==> src/hdl/pbmc_pkg.sv <==
// Purpose: shared constants and types for the phy basic mode control block
// Assumes: 16-bit register, 100 MHz core_clk
// Notes: bit positions and reset values of the control register
package pbmc_pkg;
  localparam logic [4:0] PBMC_OFS_CTRL = 5'h00;
  localparam logic [4:0] PBMC_OFS_STAT = 5'h01;
  localparam int PBMC_B_RESET = 15;
  localparam int PBMC_B_LOOP = 14;
  localparam int PBMC_B_SPEED = 13;
  localparam int PBMC_B_ANEN = 12;
  localparam int PBMC_B_PDOWN = 11;
  localparam int PBMC_B_ISOL = 10;
  localparam int PBMC_B_RESTART = 9;
  localparam int PBMC_B_DUPLEX = 8;
  localparam int PBMC_B_COLTEST = 7;
  localparam logic [15:0] PBMC_CTRL_RESET = 16'h3100;
  localparam logic [15:0] PBMC_CTRL_WMASK = 16'h7d80;
  localparam int PBMC_CLK_MHZ = 100;
  localparam int PBMC_SRST_NS = 640;
  localparam int PBMC_SRST_CYC = (PBMC_SRST_NS * PBMC_CLK_MHZ + 999) / 1000;
  localparam int PBMC_DEAD_MS = 720;
  localparam int PBMC_DEAD_CYC = PBMC_DEAD_MS * 1000 * PBMC_CLK_MHZ;

  typedef struct packed {
    logic [4:0] addr;
    logic [15:0] wdata;
    logic wr;
    logic rd;
  } pbmc_req_t;

  typedef struct packed {
    logic tx_en;
    logic rx_dv;
    logic [3:0] rxd;
    logic col;
  } pbmc_mii_t;
endpackage

==> src/hdl/pbmc_top.sv <==
// Purpose: basic mode control register of an embedded 10/100 phy
// Assumes: register port from same-clock logic; negotiation and mii signals from pins
// Notes: soft reset and loopback dead time are counted in core_clk cycles
// Notes: negotiated speed and duplex come from the phy core as level pins
// Notes: the dead time is a parameter so that simulation can shorten it
//
// Design decision made here: the address-and-strobe port.
`timescale 1ns/1ns
module pbmc_top #(
  parameter int DEAD_CYC = pbmc_pkg::PBMC_DEAD_CYC
) (
  input wire logic core_clk,
  input wire logic rst,
  input wire logic [4:0] reg_addr,
  input wire logic [15:0] reg_wdata,
  input wire logic reg_wr,
  input wire logic reg_rd,
  output logic [15:0] reg_rdata,
  input wire logic an_started,
  input wire logic an_speed_100,
  input wire logic an_full_duplex,
  input wire logic mii_tx_en,
  input wire logic mii_rx_dv_in,
  input wire logic [3:0] mii_rxd_in,
  input wire logic mii_col_in,
  output logic mii_rx_dv,
  output logic [3:0] mii_rxd,
  output logic mii_col,
  output logic an_restart,
  output logic an_enable,
  output logic speed_100,
  output logic full_duplex,
  output logic loopback,
  output logic power_down,
  output logic isolate,
  output logic soft_reset
);
  logic [15:0] ctrl_reg;
  logic [15:0] ctrl_next;
  logic restart_pend_reg;
  logic [1:0] an_started_sync_reg;
  logic [1:0] an_spd_sync_reg;
  logic [1:0] an_fdx_sync_reg;
  logic [1:0] tx_en_sync_reg;
  logic [1:0] rx_dv_sync_reg;
  logic [1:0] col_sync_reg;
  logic [3:0] rxd_s1_reg;
  logic [3:0] rxd_s2_reg;
  logic srst_busy;
  logic dead_busy;
  logic srst_start;
  logic dead_start;
  logic ctrl_wr;
  logic [15:0] ctrl_view;
  logic started_now;
  logic mii_quiet;
  logic dead_gate;

  typedef enum {PBMC_RUN, PBMC_SRST} pbmc_state_t;
  pbmc_state_t state_reg;

  assign ctrl_wr = reg_wr && (reg_addr == pbmc_pkg::PBMC_OFS_CTRL);
  assign srst_start = ctrl_wr && reg_wdata[pbmc_pkg::PBMC_B_RESET] && (state_reg == PBMC_RUN);
  assign started_now = an_started_sync_reg[1];

  // pin inputs pass two flops before use; negotiation status first
  always_ff @(posedge core_clk or posedge rst) begin
    if (rst) begin
      an_started_sync_reg <= 2'h0;
      an_spd_sync_reg <= 2'h0;
      an_fdx_sync_reg <= 2'h0;
    end else begin
      an_started_sync_reg <= {an_started_sync_reg[0], an_started};
      an_spd_sync_reg <= {an_spd_sync_reg[0], an_speed_100};
      an_fdx_sync_reg <= {an_fdx_sync_reg[0], an_full_duplex};
    end
  end

  // mii pins; rxd is a bus, so a nibble may tear for one cycle as it changes
  always_ff @(posedge core_clk or posedge rst) begin
    if (rst) begin
      tx_en_sync_reg <= 2'h0;
      rx_dv_sync_reg <= 2'h0;
      col_sync_reg <= 2'h0;
      rxd_s1_reg <= 4'h0;
      rxd_s2_reg <= 4'h0;
    end else begin
      tx_en_sync_reg <= {tx_en_sync_reg[0], mii_tx_en};
      rx_dv_sync_reg <= {rx_dv_sync_reg[0], mii_rx_dv_in};
      col_sync_reg <= {col_sync_reg[0], mii_col_in};
      rxd_s1_reg <= mii_rxd_in;
      rxd_s2_reg <= rxd_s1_reg;
    end
  end

  pbmc_timer #(
    .W(8)
  ) u_srst (
    .core_clk(core_clk),
    .rst(rst),
    .start(srst_start),
    .load(8'(pbmc_pkg::PBMC_SRST_CYC)),
    .busy(srst_busy)
  );

  // soft reset sequencer
  always_ff @(posedge core_clk or posedge rst) begin
    if (rst) begin
      state_reg <= PBMC_RUN;
    end else begin
      case (state_reg)
        PBMC_RUN: begin
          if (srst_start) begin
            state_reg <= PBMC_SRST;
          end
        end
        PBMC_SRST: begin
          if (!srst_busy) begin
            state_reg <= PBMC_RUN;
          end
        end
        default: begin
          state_reg <= PBMC_RUN;
        end
      endcase
    end
  end

  // writable bits; reserved bits never stored
  always_comb begin
    ctrl_next = ctrl_reg;
    if (state_reg == PBMC_SRST) begin
      ctrl_next = pbmc_pkg::PBMC_CTRL_RESET;
    end else if (ctrl_wr) begin
      ctrl_next = reg_wdata & pbmc_pkg::PBMC_CTRL_WMASK;
      if (reg_wdata[pbmc_pkg::PBMC_B_ANEN]) begin
        ctrl_next[pbmc_pkg::PBMC_B_DUPLEX] = ctrl_reg[pbmc_pkg::PBMC_B_DUPLEX];
      end
      ctrl_next[pbmc_pkg::PBMC_B_ISOL] = reg_wdata[pbmc_pkg::PBMC_B_ISOL];
    end
  end

  always_ff @(posedge core_clk or posedge rst) begin
    if (rst) begin
      ctrl_reg <= pbmc_pkg::PBMC_CTRL_RESET;
    end else begin
      ctrl_reg <= ctrl_next;
    end
  end

  // restart flag: set by one written with negotiation enabled, held until negotiation starts, is disabled or soft reset runs; zero writes ignored
  always_ff @(posedge core_clk or posedge rst) begin
    if (rst) begin
      restart_pend_reg <= 1'b0;
    end else if (state_reg == PBMC_SRST) begin
      restart_pend_reg <= 1'b0;
    end else if (ctrl_wr && reg_wdata[pbmc_pkg::PBMC_B_RESTART]
                 && ctrl_next[pbmc_pkg::PBMC_B_ANEN]) begin
      restart_pend_reg <= 1'b1;
    end else if (started_now || !ctrl_reg[pbmc_pkg::PBMC_B_ANEN]) begin
      restart_pend_reg <= 1'b0;
    end
  end
  // a written zero leaves the pending flag alone

  // loopback dead time at 100 Mbps
  assign dead_start = ctrl_next[pbmc_pkg::PBMC_B_LOOP] && !ctrl_reg[pbmc_pkg::PBMC_B_LOOP]
                      && ctrl_view[pbmc_pkg::PBMC_B_SPEED];

  pbmc_timer #(
    .W(32)
  ) u_dead (
    .core_clk(core_clk),
    .rst(rst),
    .start(dead_start),
    .load(32'(DEAD_CYC)),
    .busy(dead_busy)
  );

  // read view: with negotiation enabled, negotiated speed and duplex replace stored values
  always_comb begin
    ctrl_view = ctrl_reg;
    ctrl_view[pbmc_pkg::PBMC_B_RESET] = (state_reg == PBMC_SRST);
    ctrl_view[pbmc_pkg::PBMC_B_RESTART] = restart_pend_reg;
    if (ctrl_reg[pbmc_pkg::PBMC_B_ANEN]) begin
      ctrl_view[pbmc_pkg::PBMC_B_SPEED] = an_spd_sync_reg[1];
      ctrl_view[pbmc_pkg::PBMC_B_DUPLEX] = an_fdx_sync_reg[1];
    end
  end

  // read data registered, valid the cycle after the strobe
  always_ff @(posedge core_clk or posedge rst) begin
    if (rst) begin
      reg_rdata <= 16'h0000;
    end else if (reg_rd && reg_addr == pbmc_pkg::PBMC_OFS_CTRL) begin
      reg_rdata <= ctrl_view;
    end else begin
      reg_rdata <= 16'h0000;
    end
  end

  // control outputs to the phy core, one flop each so they never glitch
  always_ff @(posedge core_clk or posedge rst) begin
    if (rst) begin
      an_restart <= 1'b0;
    end else begin
      an_restart <= restart_pend_reg;
    end
  end

  always_ff @(posedge core_clk or posedge rst) begin
    if (rst) begin
      an_enable <= 1'b1;
    end else begin
      an_enable <= ctrl_reg[pbmc_pkg::PBMC_B_ANEN];
    end
  end

  // effective speed and duplex, so the core sees the negotiated result
  always_ff @(posedge core_clk or posedge rst) begin
    if (rst) begin
      speed_100 <= 1'b1;
    end else begin
      speed_100 <= ctrl_view[pbmc_pkg::PBMC_B_SPEED];
    end
  end

  always_ff @(posedge core_clk or posedge rst) begin
    if (rst) begin
      full_duplex <= 1'b1;
    end else begin
      full_duplex <= ctrl_view[pbmc_pkg::PBMC_B_DUPLEX];
    end
  end

  always_ff @(posedge core_clk or posedge rst) begin
    if (rst) begin
      loopback <= 1'b0;
    end else begin
      loopback <= ctrl_reg[pbmc_pkg::PBMC_B_LOOP];
    end
  end

  always_ff @(posedge core_clk or posedge rst) begin
    if (rst) begin
      power_down <= 1'b0;
    end else begin
      power_down <= ctrl_reg[pbmc_pkg::PBMC_B_PDOWN];
    end
  end

  // isolate is passed on as stored; the host is trusted to keep it zero
  always_ff @(posedge core_clk or posedge rst) begin
    if (rst) begin
      isolate <= 1'b0;
    end else begin
      isolate <= ctrl_reg[pbmc_pkg::PBMC_B_ISOL];
    end
  end

  always_ff @(posedge core_clk or posedge rst) begin
    if (rst) begin
      soft_reset <= 1'b0;
    end else begin
      soft_reset <= (state_reg == PBMC_SRST);
    end
  end

  // mii receive side: quiet in power down, rx_dv and rxd blanked during dead time
  // gate on next value too so the write cycle entering power down stays quiet
  assign mii_quiet = ctrl_next[pbmc_pkg::PBMC_B_PDOWN] || ctrl_reg[pbmc_pkg::PBMC_B_PDOWN];
  // start term covers the cycle before the timer reports busy
  assign dead_gate = dead_busy || dead_start;

  always_ff @(posedge core_clk or posedge rst) begin
    if (rst) begin
      mii_rx_dv <= 1'b0;
    end else if (mii_quiet) begin
      mii_rx_dv <= 1'b0;
    end else begin
      mii_rx_dv <= rx_dv_sync_reg[1] && !dead_gate;
    end
  end

  always_ff @(posedge core_clk or posedge rst) begin
    if (rst) begin
      mii_rxd <= 4'h0;
    end else if (mii_quiet) begin
      mii_rxd <= 4'h0;
    end else begin
      mii_rxd <= dead_gate ? 4'h0 : rxd_s2_reg;
    end
  end

  always_ff @(posedge core_clk or posedge rst) begin
    if (rst) begin
      mii_col <= 1'b0;
    end else if (mii_quiet) begin
      mii_col <= 1'b0;
    end else if (ctrl_reg[pbmc_pkg::PBMC_B_COLTEST]) begin
      mii_col <= tx_en_sync_reg[1];
    end else begin
      mii_col <= col_sync_reg[1];
    end
  end
endmodule

==> src/hdl/pbmc_timer.sv <==
// Purpose: one-shot down counter for reset and dead-time intervals
// Assumes: start is a one-cycle pulse
// Notes: restart while busy reloads the count
`timescale 1ns/1ns
module pbmc_timer #(
  parameter int W = 32
) (
  input wire logic core_clk,
  input wire logic rst,
  input wire logic start,
  input wire logic [W-1:0] load,
  output logic busy
);
  logic [W-1:0] cnt_reg;

  always_ff @(posedge core_clk or posedge rst) begin
    if (rst) begin
      cnt_reg <= '0;
    end else if (start) begin
      cnt_reg <= load;
    end else if (cnt_reg != '0) begin
      cnt_reg <= cnt_reg - 1'b1;
    end
  end

  always_ff @(posedge core_clk or posedge rst) begin
    if (rst) begin
      busy <= 1'b0;
    end else begin
      busy <= start || (cnt_reg > 1);
    end
  end
endmodule

==> config.mk <==
export PLATFORM = sky130hd
export DESIGN_NAME = pbmc_top
export DESIGN_NICKNAME = d
export VERILOG_FILES = /design/src/hdl/pbmc_pkg.sv /design/src/hdl/pbmc_top.sv /design/src/hdl/pbmc_timer.sv
export SDC_FILE = /design/constraint.sdc
export NUM_CORES = 1
export LEC_CHECK = 0
export BUFFER_PORTS_ARGS = -buffer_cell sky130_fd_sc_hd__buf_2
export CAP_MARGIN = 10
export CORE_MARGIN = 4
export CORE_UTILIZATION = 53
export CTS_BUF_LIST = sky130_fd_sc_hd__clkbuf_4 sky130_fd_sc_hd__clkbuf_8
export CTS_CLUSTER_SIZE = 12
export DETAILED_ROUTE_END_ITERATION = 6
export HOLD_SLACK_MARGIN = 0.12
export PLACE_DENSITY = 0.82
export SYNTH_ARGS = -nofsm -noshare
export SYNTH_HDL_FRONTEND = slang
export SYNTH_HIERARCHICAL = 1
export SYNTH_SLANG_ARGS = --single-unit
==> constraint.sdc <==
create_clock -name core_clk -period 2.4 [get_ports core_clk]
set_input_delay 0.48 -clock core_clk [delete_from_list [all_inputs] [get_ports core_clk]]
set_output_delay 0.48 -clock core_clk [all_outputs]
set_load 0.05 [all_outputs]
==> reports/metrics.csv, run 1 <==
metric,value,unit
final_nets,575,
clkLatencyLatePin,0.37,ns
tightest_slew,0.622,ns
min_period,2.24,ns
routed_wl,9820,um
cap_viol_max_count,0,
place_congestion,0.874,
vias_per_cell,5.48,
ys_seq_elements,95,
cts_sinks,95,
finalCritPeriodShare,93.3,%
grt_pass1_wl,16200,um
max_freq,446,MHz
multi_input_area,2080,um^2
areaGrowthSynthToFinish,21.1,%
io_pins,65,
drt_iter0_drc,257,
dp.cells,627,
tns,0,ns
synth_area_leader_cell,dfrtp_1,
hpwl,7210,um
skew,0.0145,ns
fp.dieW,100,um
clkTransAtPathRegs,0.11,ns
yosysTopAreaCellShare,49.7,%
syn_avg_cell_area,10.8,um^2
async_flop_share,100,%
wl_per_cell,15.2,um
grt_max_degree,54,
cts-root-buf,clkbuf_8,
fillers,630,
finalNonFillerCells,645,
crit_type,register to register,
cp.arrival,2.51,ns
final_cell_mix,"89 x dfrtp_1, 57 x buf_2, 48 x nand2_1",
numPortBuffers,57,
num_vias,3534,
cts_buffer_depth,2,
gr-total-overflow,0,
path_max_fanout,5,
diodes,0,
layout_commonest_cell,dfrtp_1,
htreeDepth,3,
setup_viol,0,
cts_buffers,9,
synth_ff_type,dfrtp_1,
yosys_warnings,6,
slew_headroom,58.1,%
end_kind,register,
drc,0,
powerDensity,750,nW/um^2
slew_violations,0,
fp-row-count,33,
status,"finished, final reports clean",
largest_reg_flops,32,
hold_path.class,input port to register,
hold_violations,0,
antenna_found_initial,0,
rsz0062_at_grt,no,
peakVddDrop,0.000485,V
die_area,10000,um^2
core,8220,um^2
seq_area_frac_synth,53.2,%
cts_tree,built,
cp-start-kind,register,
initial_core_util,54.6,%
synthCells,416,
p_leak,2.52,nW
drive_gt1_share,26.7,%
die_y,100,um
ant_nets,0,
synth_edf_count,0,
yosys-top-cells-area,"dfrtp_1 50%, nand2_1 4.0%, dfstp_2 3.5%",
grt_pass1_vias,3520,
track_usage,20.1,%
critPathRequiredTime,2.67,ns
drt_pass1_iterations,4,
ys_types,69,
netlist_area,4480,um^2
regArea,2380,um^2
## cells by family (layout without fill, tap and decap cells)
kind of cell | count (synthesis) | in the layout | share of synthesized area, %
simple gates | 167 | 167 | 22.2
flops | 95 | 95 | 53.2
compound gates | 75 | 75 | 11.8
buf+inv | 38 | 123 | 4.10
xor+xnor | 21 | 21 | 4.10
mux | 13 | 13 | 3.07
fa+ha+maj | 5 | 5 | 1.40
other cells | 2 | 41 | 0.167
## where the power goes
| group | leakage, nW | switching, mW | internal [mW] |
|---|---|---|---|
| Clock | 0.104 | 0.640 | 0.418 |
| Sequential | 1.12 | 0.229 | 1.81 |
| Combinational | 1.29 | 0.529 | 0.448 |
| Total | 2.52 | 1.40 | 2.67 |
## final cells by class
class | instances | area share [%]
Timing Repair Buffer | 93 | 10.7
Clock inverter | 7 | 1.50
Tap cell | 105 | 2.42
Sequential cell | 95 | 43.9
Inverter | 14 | 0.967
Clock buffer | 9 | 2.28
Multi-Input combinational cell | 322 | 38.2
## what timing repair did
action	in CTS	in global routing
buffers inserted	0	1
gates resized for setup	0	3
setup endpoints to repair	0	16
hold endpoints to repair	26	0
hold buffers	1	0
## metal layers
| layer | vias up | share of wire, % | global-route usage (%) |
|---|---|---|---|
| met3 | 18 | 5.7 | 4.52 |
| met5 | - | 0 | 0 |
| met1 | 1737 | 42 | 25.0 |
| met2 | 92 | 50 | 34.8 |
| li1 | 1687 | - | - |
| met4 | 0 | 1.9 | 6.74 |
## worst paths after layout
kind / start / endpoint / slack, ns / cells past startpoint
worst min register to register: rx_dv_sync_reg[0] / rx_dv_sync_reg[1] / 0.35 / 0
worst max register to register: u_dead/cnt_reg[16] / u_dead/cnt_reg[5] / 0.16 / 6
max in group asynchronous: rst / ctrl_reg[12] / 1.15 / 4
worst min-delay path: an_speed_100 / an_spd_sync_reg[0] / 0.21 / 1
worst max-delay path: u_dead/cnt_reg[16] / u_dead/cnt_reg[5] / 0.16 / 6
min in group asynchronous: rst / u_srst/cnt_reg[7] / 0.63 / 3
## cell usage after synthesis (3+ instances only)
library cell and n:
nor4_1 10, xor2_1 9, mux2i_1 10, nor3_1 9, or4_1 9, clkbuf_1 11, a31oi_1 5, buf_4 8
nand4_1 6, o31ai_1 7, a22o_1 4, inv_1 14, o21ai_1 6, dfstp_2 6, nand3_1 8, o21ai_0 5
o41ai_1 4, nor4b_1 3, o211a_1 3, nor3b_1 3, nor2_1 27, nor3_2 3, nor3_4 3, buf_2 3
nor4_2 3, nand2_1 48, and2_1 10, and3_2 3, ha_1 5, xnor2_1 12, a21oi_1 20, dfrtp_1 89
## metrics by stage
| stage | instance area [um^2] | hold WS, ns | utilization (%) | power [mW] | setup slack (ns) |
|---|---|---|---|---|---|
| finish | 5430 | 0.215 | 66.1 | 4.07 | 0.160 |
| global route | 5430 | 0.187 | 66.1 | 4.31 | 0.0337 |
| CTS | 5410 | 0.202 | 65.9 | 4.07 | 0.0202 |
| detailed placement | 5200 | 0.336 | 63.2 | 3.01 | 0.0675 |
| global placement | 5200 | 0.332 | 63.2 | 2.93 | 0.146 |
| floorplan | 4630 | 0.308 | - | 2.67 | 0.115 |
## worst max-delay path, stage by stage, from the launching register on
cell and delay, ns:
dfrtp_1 0.45, or4_1 0.60, or2_1 0.37, nor3_4 0.28, buf_4 0.17, o31ai_1 0.08, a31oi_1 0.22
Power figures use the tool's default switching activity.
==> inputs of run 2 (changes only) <==
--- a/config.mk
+++ b/config.mk
@@ -7,6 +7,7 @@
 export LEC_CHECK = 0
 export BUFFER_PORTS_ARGS = -buffer_cell sky130_fd_sc_hd__buf_2
 export CAP_MARGIN = 10
+export CORE_ASPECT_RATIO = 1.25
 export CORE_MARGIN = 4
 export CORE_UTILIZATION = 53
 export CTS_BUF_LIST = sky130_fd_sc_hd__clkbuf_4 sky130_fd_sc_hd__clkbuf_8
@@ -14,7 +15,7 @@
 export DETAILED_ROUTE_END_ITERATION = 6
 export HOLD_SLACK_MARGIN = 0.12
 export PLACE_DENSITY = 0.82
+export REMOVE_ABC_BUFFERS = 1
 export SYNTH_ARGS = -nofsm -noshare
 export SYNTH_HDL_FRONTEND = slang
-export SYNTH_HIERARCHICAL = 1
 export SYNTH_SLANG_ARGS = --single-unit
==> reports/metrics.csv, run 2 <==
metric,value,unit,change
hold_path.class,input port to async pin,,
drive_gt1_share,27.1,%,+0.42 points
slew_headroom,40.3,%,-18 points
multi_input_area,1530,um^2,-26%
regArea,2380,um^2,unchanged
tns,0,ns,unchanged
wl_per_cell,15.7,um,+2.9%
wl_met2,4260,um,-14%
final_cell_mix,"89 x dfrtp_1, 57 x buf_2, 23 x nor2_1",,
yosysMostFrequentCell,dfrtp_1,,
yosysTopAreaCellShare,54.9,%,+5.3 points
crit_family,simple AND/OR/NAND/NOR gates,,
combPwrFrac,14.6,%,-9.4 points
antenna_found_initial,0,,unchanged
p_sw_share,29.5,%,-4.8 points
finalCritPeriodShare,94.8,%,+1.5 points
areaGrowthSynthToFinish,16.1,%,
skew,0.0118,ns,-0.00270 ns
clkTransAtPathRegs,0.10,ns,about the same
cts_tree,built,,
slew_violations,0,,unchanged
io_pins,65,,unchanged
die_y,106,um,+5.8%
clkLatencyLatePin,0.36,ns,about the same
cts_setup_buffers,0,,unchanged
synth_area_leader_cell,dfrtp_1,,
layout_commonest_cell,dfrtp_1,,
initial_core_util,54.8,%,+0.20 points
num_vias,3071,,-13%
cp_slowest_cell,or4_4,,
grt_max_degree,68,,+26%
place_congestion,0.828,,-5.2%
fp.dieW,86.2,um,-14%
top_layer_used,met4,,
yosys-top-cells-area,"dfrtp_1 55%, dfstp_2 3.9%, a21oi_1 2.5%",,
p_leak,2.00,nW,-20%
p_int,2.36,mW,-12%
cp.arrival,2.52,ns,about the same
synth_edf_count,0,,unchanged
critPathRequiredTime,2.65,ns,-0.02 ns
status,"finished, final reports clean",,
htreeDepth,3,,unchanged
netlist_area,4050,um^2,-9.6%
powerDensity,711,nW/um^2,-5.2%
final_nets,466,,-19%
fillers,575,,-8.7%
largest_reg_flops,32,,unchanged
syn_avg_cell_area,11.2,um^2,+3.9%
path_max_fanout,6,,+1
hold_violations,0,,unchanged
synth_common_cells,"89 x dfrtp_1, 23 x nor2_1, 21 x nand2_1",,
yosys_warnings,0,,-6
cts_sinks,95,,unchanged
cp-start-kind,register,,
core,7400,um^2,-9.9%
hpwl,5740,um,-20%
critical_path_buf_inv_count,1,,unchanged
async_flop_share,100,%,unchanged
grt_pass1_wl,13900,um,-14%
p_sw,988,uW,-29%
slowest_delay,0.59,ns,about the same
cts_buffers,9,,unchanged
cts_buffer_depth,2,,unchanged
ant_nets,0,,unchanged
seqPwrFrac,56.5,%,+6.5 points
drc,0,,unchanged
setup_viol,0,,unchanged
drt_pass1_iterations,4,,unchanged
min_period,2.28,ns,+0.0355 ns
vias_per_cell,5.86,,+7.0%
cap_viol_max_count,0,,unchanged
die_area,9120,um^2,-8.8%
crit_chain,or4_4 > nand2b_1 > buf_4 > o311ai_0 > xor2_1 > nor2_1,,
gr-total-overflow,0,,unchanged
synthCells,362,,-13%
cts-root-buf,clkbuf_8,,
fp-row-count,35,,+6.1%
crit_type,register to register,,
holdBufCountCts,0,,-1
diodes,0,,unchanged
dr_wl_met3,493,um,-11%
routed_wl,8210,um,-16%
clkPwrFrac,29.0,%,+3.0 points
tightest_slew,0.872,ns,+0.250 ns
numPortBuffers,57,,unchanged
synth_ff_type,dfrtp_1,,
track_usage,19.1,%,-1.0 points
ys_seq_elements,95,,unchanged
wl_met1,3340,um,-19%
peakVddDrop,0.000423,V,-13%
max_freq,439,MHz,-1.6%
rsz0062_at_grt,no,,
grt_pass1_vias,3027,,-14%
ys_types,49,,-29%
seq_area_frac_synth,58.8,%,+5.6 points
drt_iter0_drc,168,,-35%
end_kind,register,,
report.power.total,3.35,mW,-18%
[run 2: power groups by stage]
stage | clock [mW] | combinational [mW] | sequential (mW)
after floorplan | 0 | 0.311 | 1.92
after global placement | 0 | 0.462 | 1.90
after detailed placement | 0 | 0.488 | 1.92
after CTS | 1.00 | 0.490 | 1.89
after global routing | 1.08 | 0.549 | 1.91
final | 0.970 | 0.488 | 1.89
[run 2: kinds of logic (layout without fill, tap and decap cells)]
| logic type | count (synthesis) | count (layout) | share of synthesized area (%) |
|---|---|---|---|
| flip-flops | 95 | 95 | 58.8 |
| XOR/XNOR | 11 | 11 | 2.38 |
| AND/OR/NAND/NOR | 155 | 155 | 22.4 |
| buffers and inverters | 30 | 100 | 3.64 |
| AO/OA/AOI/OAI | 58 | 58 | 9.45 |
| adder cells (fa/ha/maj) | 4 | 4 | 1.23 |
| other | 1 | 1 | 0.0925 |
| multiplexers | 8 | 8 | 2.01 |
[run 2: final cells by class]
| class | instances | share of cell area, % |
|---|---|---|
| Clock buffer | 11 | 2.95 |
| Clock inverter | 5 | 0.877 |
| Inverter | 8 | 0.664 |
| Multi-Input combinational cell | 237 | 32.5 |
| Sequential cell | 95 | 50.7 |
| Tap cell | 92 | 2.44 |
| Timing Repair Buffer | 76 | 9.89 |
[run 2: routing by layer]
layer / vias to the layer above / track usage (%)
met5: - / 0
met4: 0 / 5.79
met3: 14 / 5.39
met2: 92 / 32.3
met1: 1536 / 23.6
li1: 1429 / -
[run 2: worst paths after layout]
kind                                    startpoint                  to  slack [ns]  cells past startpoint
worst max-delay path            u_dead.cnt_reg[24]  u_dead.cnt_reg[14]        0.12                      6
worst min-delay path                           rst     col_sync_reg[0]        0.13                      2
worst max register to register  u_dead.cnt_reg[24]  u_dead.cnt_reg[14]        0.12                      6
worst min register to register  an_spd_sync_reg[0]  an_spd_sync_reg[1]        0.36                      0
max in group asynchronous                      rst           speed_100        1.51                      3
min in group core_clk                   mii_col_in     col_sync_reg[0]        0.22                      1
[run 2: stage by stage]
| stage | instance area [um^2] | cells | hold WS (ns) | worst slack (ns) | util [%] |
|---|---|---|---|---|---|
| floorplan | 3940 | 340 | 0.331 | -0.547 | - |
| global placement | 4520 | 508 | 0.333 | 0.158 | 61.0 |
| detailed placement | 4520 | 508 | 0.336 | 0.156 | 61.0 |
| CTS | 4700 | 524 | 0.127 | 0.131 | 63.5 |
| global route | 4710 | 524 | 0.146 | 0.0228 | 63.6 |
| finish | 4710 | 524 | 0.126 | 0.124 | 63.6 |
[run 2: timing repair]
action | CTS | global route
endpoints found under the setup margin | 0 | 6
endpoints found under the hold margin | 0 | 0
resized for setup | 0 | 2
==> inputs of run 3 (changes only) <==
--- a/config.mk
+++ b/config.mk
@@ -9,13 +9,14 @@
 export CAP_MARGIN = 10
 export CORE_ASPECT_RATIO = 1.25
 export CORE_MARGIN = 4
-export CORE_UTILIZATION = 53
+export CORE_UTILIZATION = 58
 export CTS_BUF_LIST = sky130_fd_sc_hd__clkbuf_4 sky130_fd_sc_hd__clkbuf_8
 export CTS_CLUSTER_SIZE = 12
 export DETAILED_ROUTE_END_ITERATION = 6
 export HOLD_SLACK_MARGIN = 0.12
-export PLACE_DENSITY = 0.82
+export PLACE_DENSITY = 0.86
 export REMOVE_ABC_BUFFERS = 1
+export SETUP_SLACK_MARGIN = 0.5
 export SYNTH_ARGS = -nofsm -noshare
 export SYNTH_HDL_FRONTEND = slang
 export SYNTH_SLANG_ARGS = --single-unit
==> constraint.sdc (replaced) <==
create_clock -name core_clk -period 2.9 [get_ports core_clk]
set_input_delay 0.58 -clock core_clk [delete_from_list [all_inputs] [get_ports core_clk]]
set_output_delay 0.58 -clock core_clk [all_outputs]
set_load 0.05 [all_outputs]
==> reports/metrics.csv, run 3 (synthesis results as in run 2) <==
metric,value,unit,change
grt_max_degree,40,,-41%
grt_pass1_vias,2948,,-2.6%
final_nets,458,,-1.7%
skew,0.0130,ns,+0.00126 ns
io_pins,65,,unchanged
slew_violations,0,,unchanged
track_usage,20.9,%,+1.8 points
core,6690,um^2,-9.6%
cts_tree,built,,
vias_per_cell,5.83,,-0.56%
timing.critical_path.mode_cell,or4_4,,
drive_gt1_share,26.9,%,-0.20 points
drc,1,,+1
die_area,8400,um^2,-7.9%
drt_iter0_drc,309,,+84%
cap_viol_max_count,0,,unchanged
die_y,101,um,-4.1%
slowest_delay,0.52,ns,-0.07 ns
grt_pass1_wl,13500,um,-2.8%
cp_slowest_cell,or4_4,,
finalCritPeriodShare,77.8,%,-17 points
powerDensity,597,nW/um^2,-16%
fp.dieW,82.8,um,-4.0%
num_vias,2978,,-3.0%
crit_type,register to register,,
hpwl,5610,um,-2.3%
tightest_slew,0.697,ns,-0.176 ns
routed_wl,8000,um,-2.6%
min_period,2.26,ns,-0.0185 ns
violations,DRC,,
gr-total-overflow,0,,unchanged
end_kind,register,,
initial_core_util,60.6,%,+5.8 points
htreeDepth,3,,unchanged
cts_sinks,95,,unchanged
setup_viol,0,,unchanged
numPortBuffers,57,,unchanged
hold_path.class,input port to async pin,,
p_leak,1.97,nW,-1.8%
cts_buffer_depth,2,,unchanged
antenna_found_initial,0,,unchanged
drt_pass1_iterations,7,,+3
ant_nets,0,,unchanged
areaGrowthSynthToFinish,14.8,%,
cts-root-buf,clkbuf_8,,
final_cell_mix,"89 x dfrtp_1, 57 x buf_2, 23 x nor2_1",,
place_congestion,0.893,,+7.8%
fin_area,4650,um^2,-1.1%
slew_headroom,52.4,%,+12 points
fp-row-count,33,,-5.7%
status,"finished, violations left",,
wl_per_cell,15.7,um,-0.13%
post-route-util,69.6,%,+6.0 points
place_area,4420,um^2,-2.2%
holdBufCountCts,0,,unchanged
clkLatencyLatePin,0.36,ns,about the same
clkTransAtPathRegs,0.10,ns,about the same
max_freq,443,MHz,+0.82%
rsz0062_at_grt,no,,
critPathRequiredTime,3.18,ns,+0.53 ns
diodes,0,,unchanged
largest_reg_flops,32,,unchanged
cp.arrival,2.54,ns,+0.02 ns
peakVddDrop,0.000395,V,-6.6%
crit_chain,nor4_1 > nand2b_1 > or4_4 > or4_4 > a21oi_2,,
path_max_fanout,5,,-1
cp-start-kind,register,,
hold_violations,0,,unchanged
cts_buffers,9,,unchanged
layout_commonest_cell,dfrtp_1,,
[run 3: routing by layer]
metal	routed length (um)	global-route usage, %	share of wire, %	vias to the layer above
met1	3370	28.0	42	1464
met4	119	7.30	1.5	0
met5	0	0	0	-
li1	-	-	-	1413
met2	4010	33.3	50	88
met3	493	5.07	6.2	13
[run 3: path summary, 6_finish.rpt]
kind / depth (start not counted) / slack, ns / start / endpoint
worst min-delay path: 2 / 0.28 / rst / u_srst.cnt_reg[6]
max in group asynchronous: 3 / 1.89 / rst / full_duplex
worst max register to register: 5 / 0.64 / u_dead.cnt_reg[12] / u_dead.cnt_reg[21]
worst max-delay path: 5 / 0.64 / u_dead.cnt_reg[12] / u_dead.cnt_reg[21]
min in group core_clk: 1 / 0.32 / an_full_duplex / an_fdx_sync_reg[0]
worst min register to register: 0 / 0.35 / rxd_s1_reg[2] / rxd_s2_reg[2]
[run 3: area by class of cell]
type                       instances  area, um^2
tap                               87         109
clock inverter                     6        47.5
multi-input combinational        237        1560
timing repair buffer              68         380
inverter                           8        31.3
fill                             507        2030
clock buffer                      10         138
sequential                        95        2380
[run 3: critical path: cells and delay by family, from the launching register on]
family          cells  cell delay [ns]
flops               1             0.43
compound gates      1             0.14
simple gates        4             1.62
[run 3: through the flow]
step	TNS, ns	hold WS, ns	total power, mW	std cells	setup slack, ns
after global routing	0	0.302	2.92	511	0.526
after global placement	0	0.332	1.93	494	0.452
final	0	0.276	2.78	511	0.643
after detailed placement	0	0.336	1.97	494	0.355
after CTS	0	0.293	2.78	510	0.536
after floorplan	-13.45	0.331	1.84	340	-0.147
[run 3: report_power, final]
| group | internal [mW] | leakage [nW] | switching [mW] |
|---|---|---|---|
| sequential | 1.44 | 1.09 | 0.133 |
| combinational | 0.160 | 0.786 | 0.224 |
| clock | 0.346 | 0.0941 | 0.473 |
| total | 1.95 | 1.97 | 0.830 |
[run 3: what timing repair did]
action / in CTS / in global routing
resized for setup: 3 / 7
buffers inserted: 0 / 1
gates cloned: 0 / 0
setup endpoints to repair: 12 / 22
pin swaps: 0 / 1
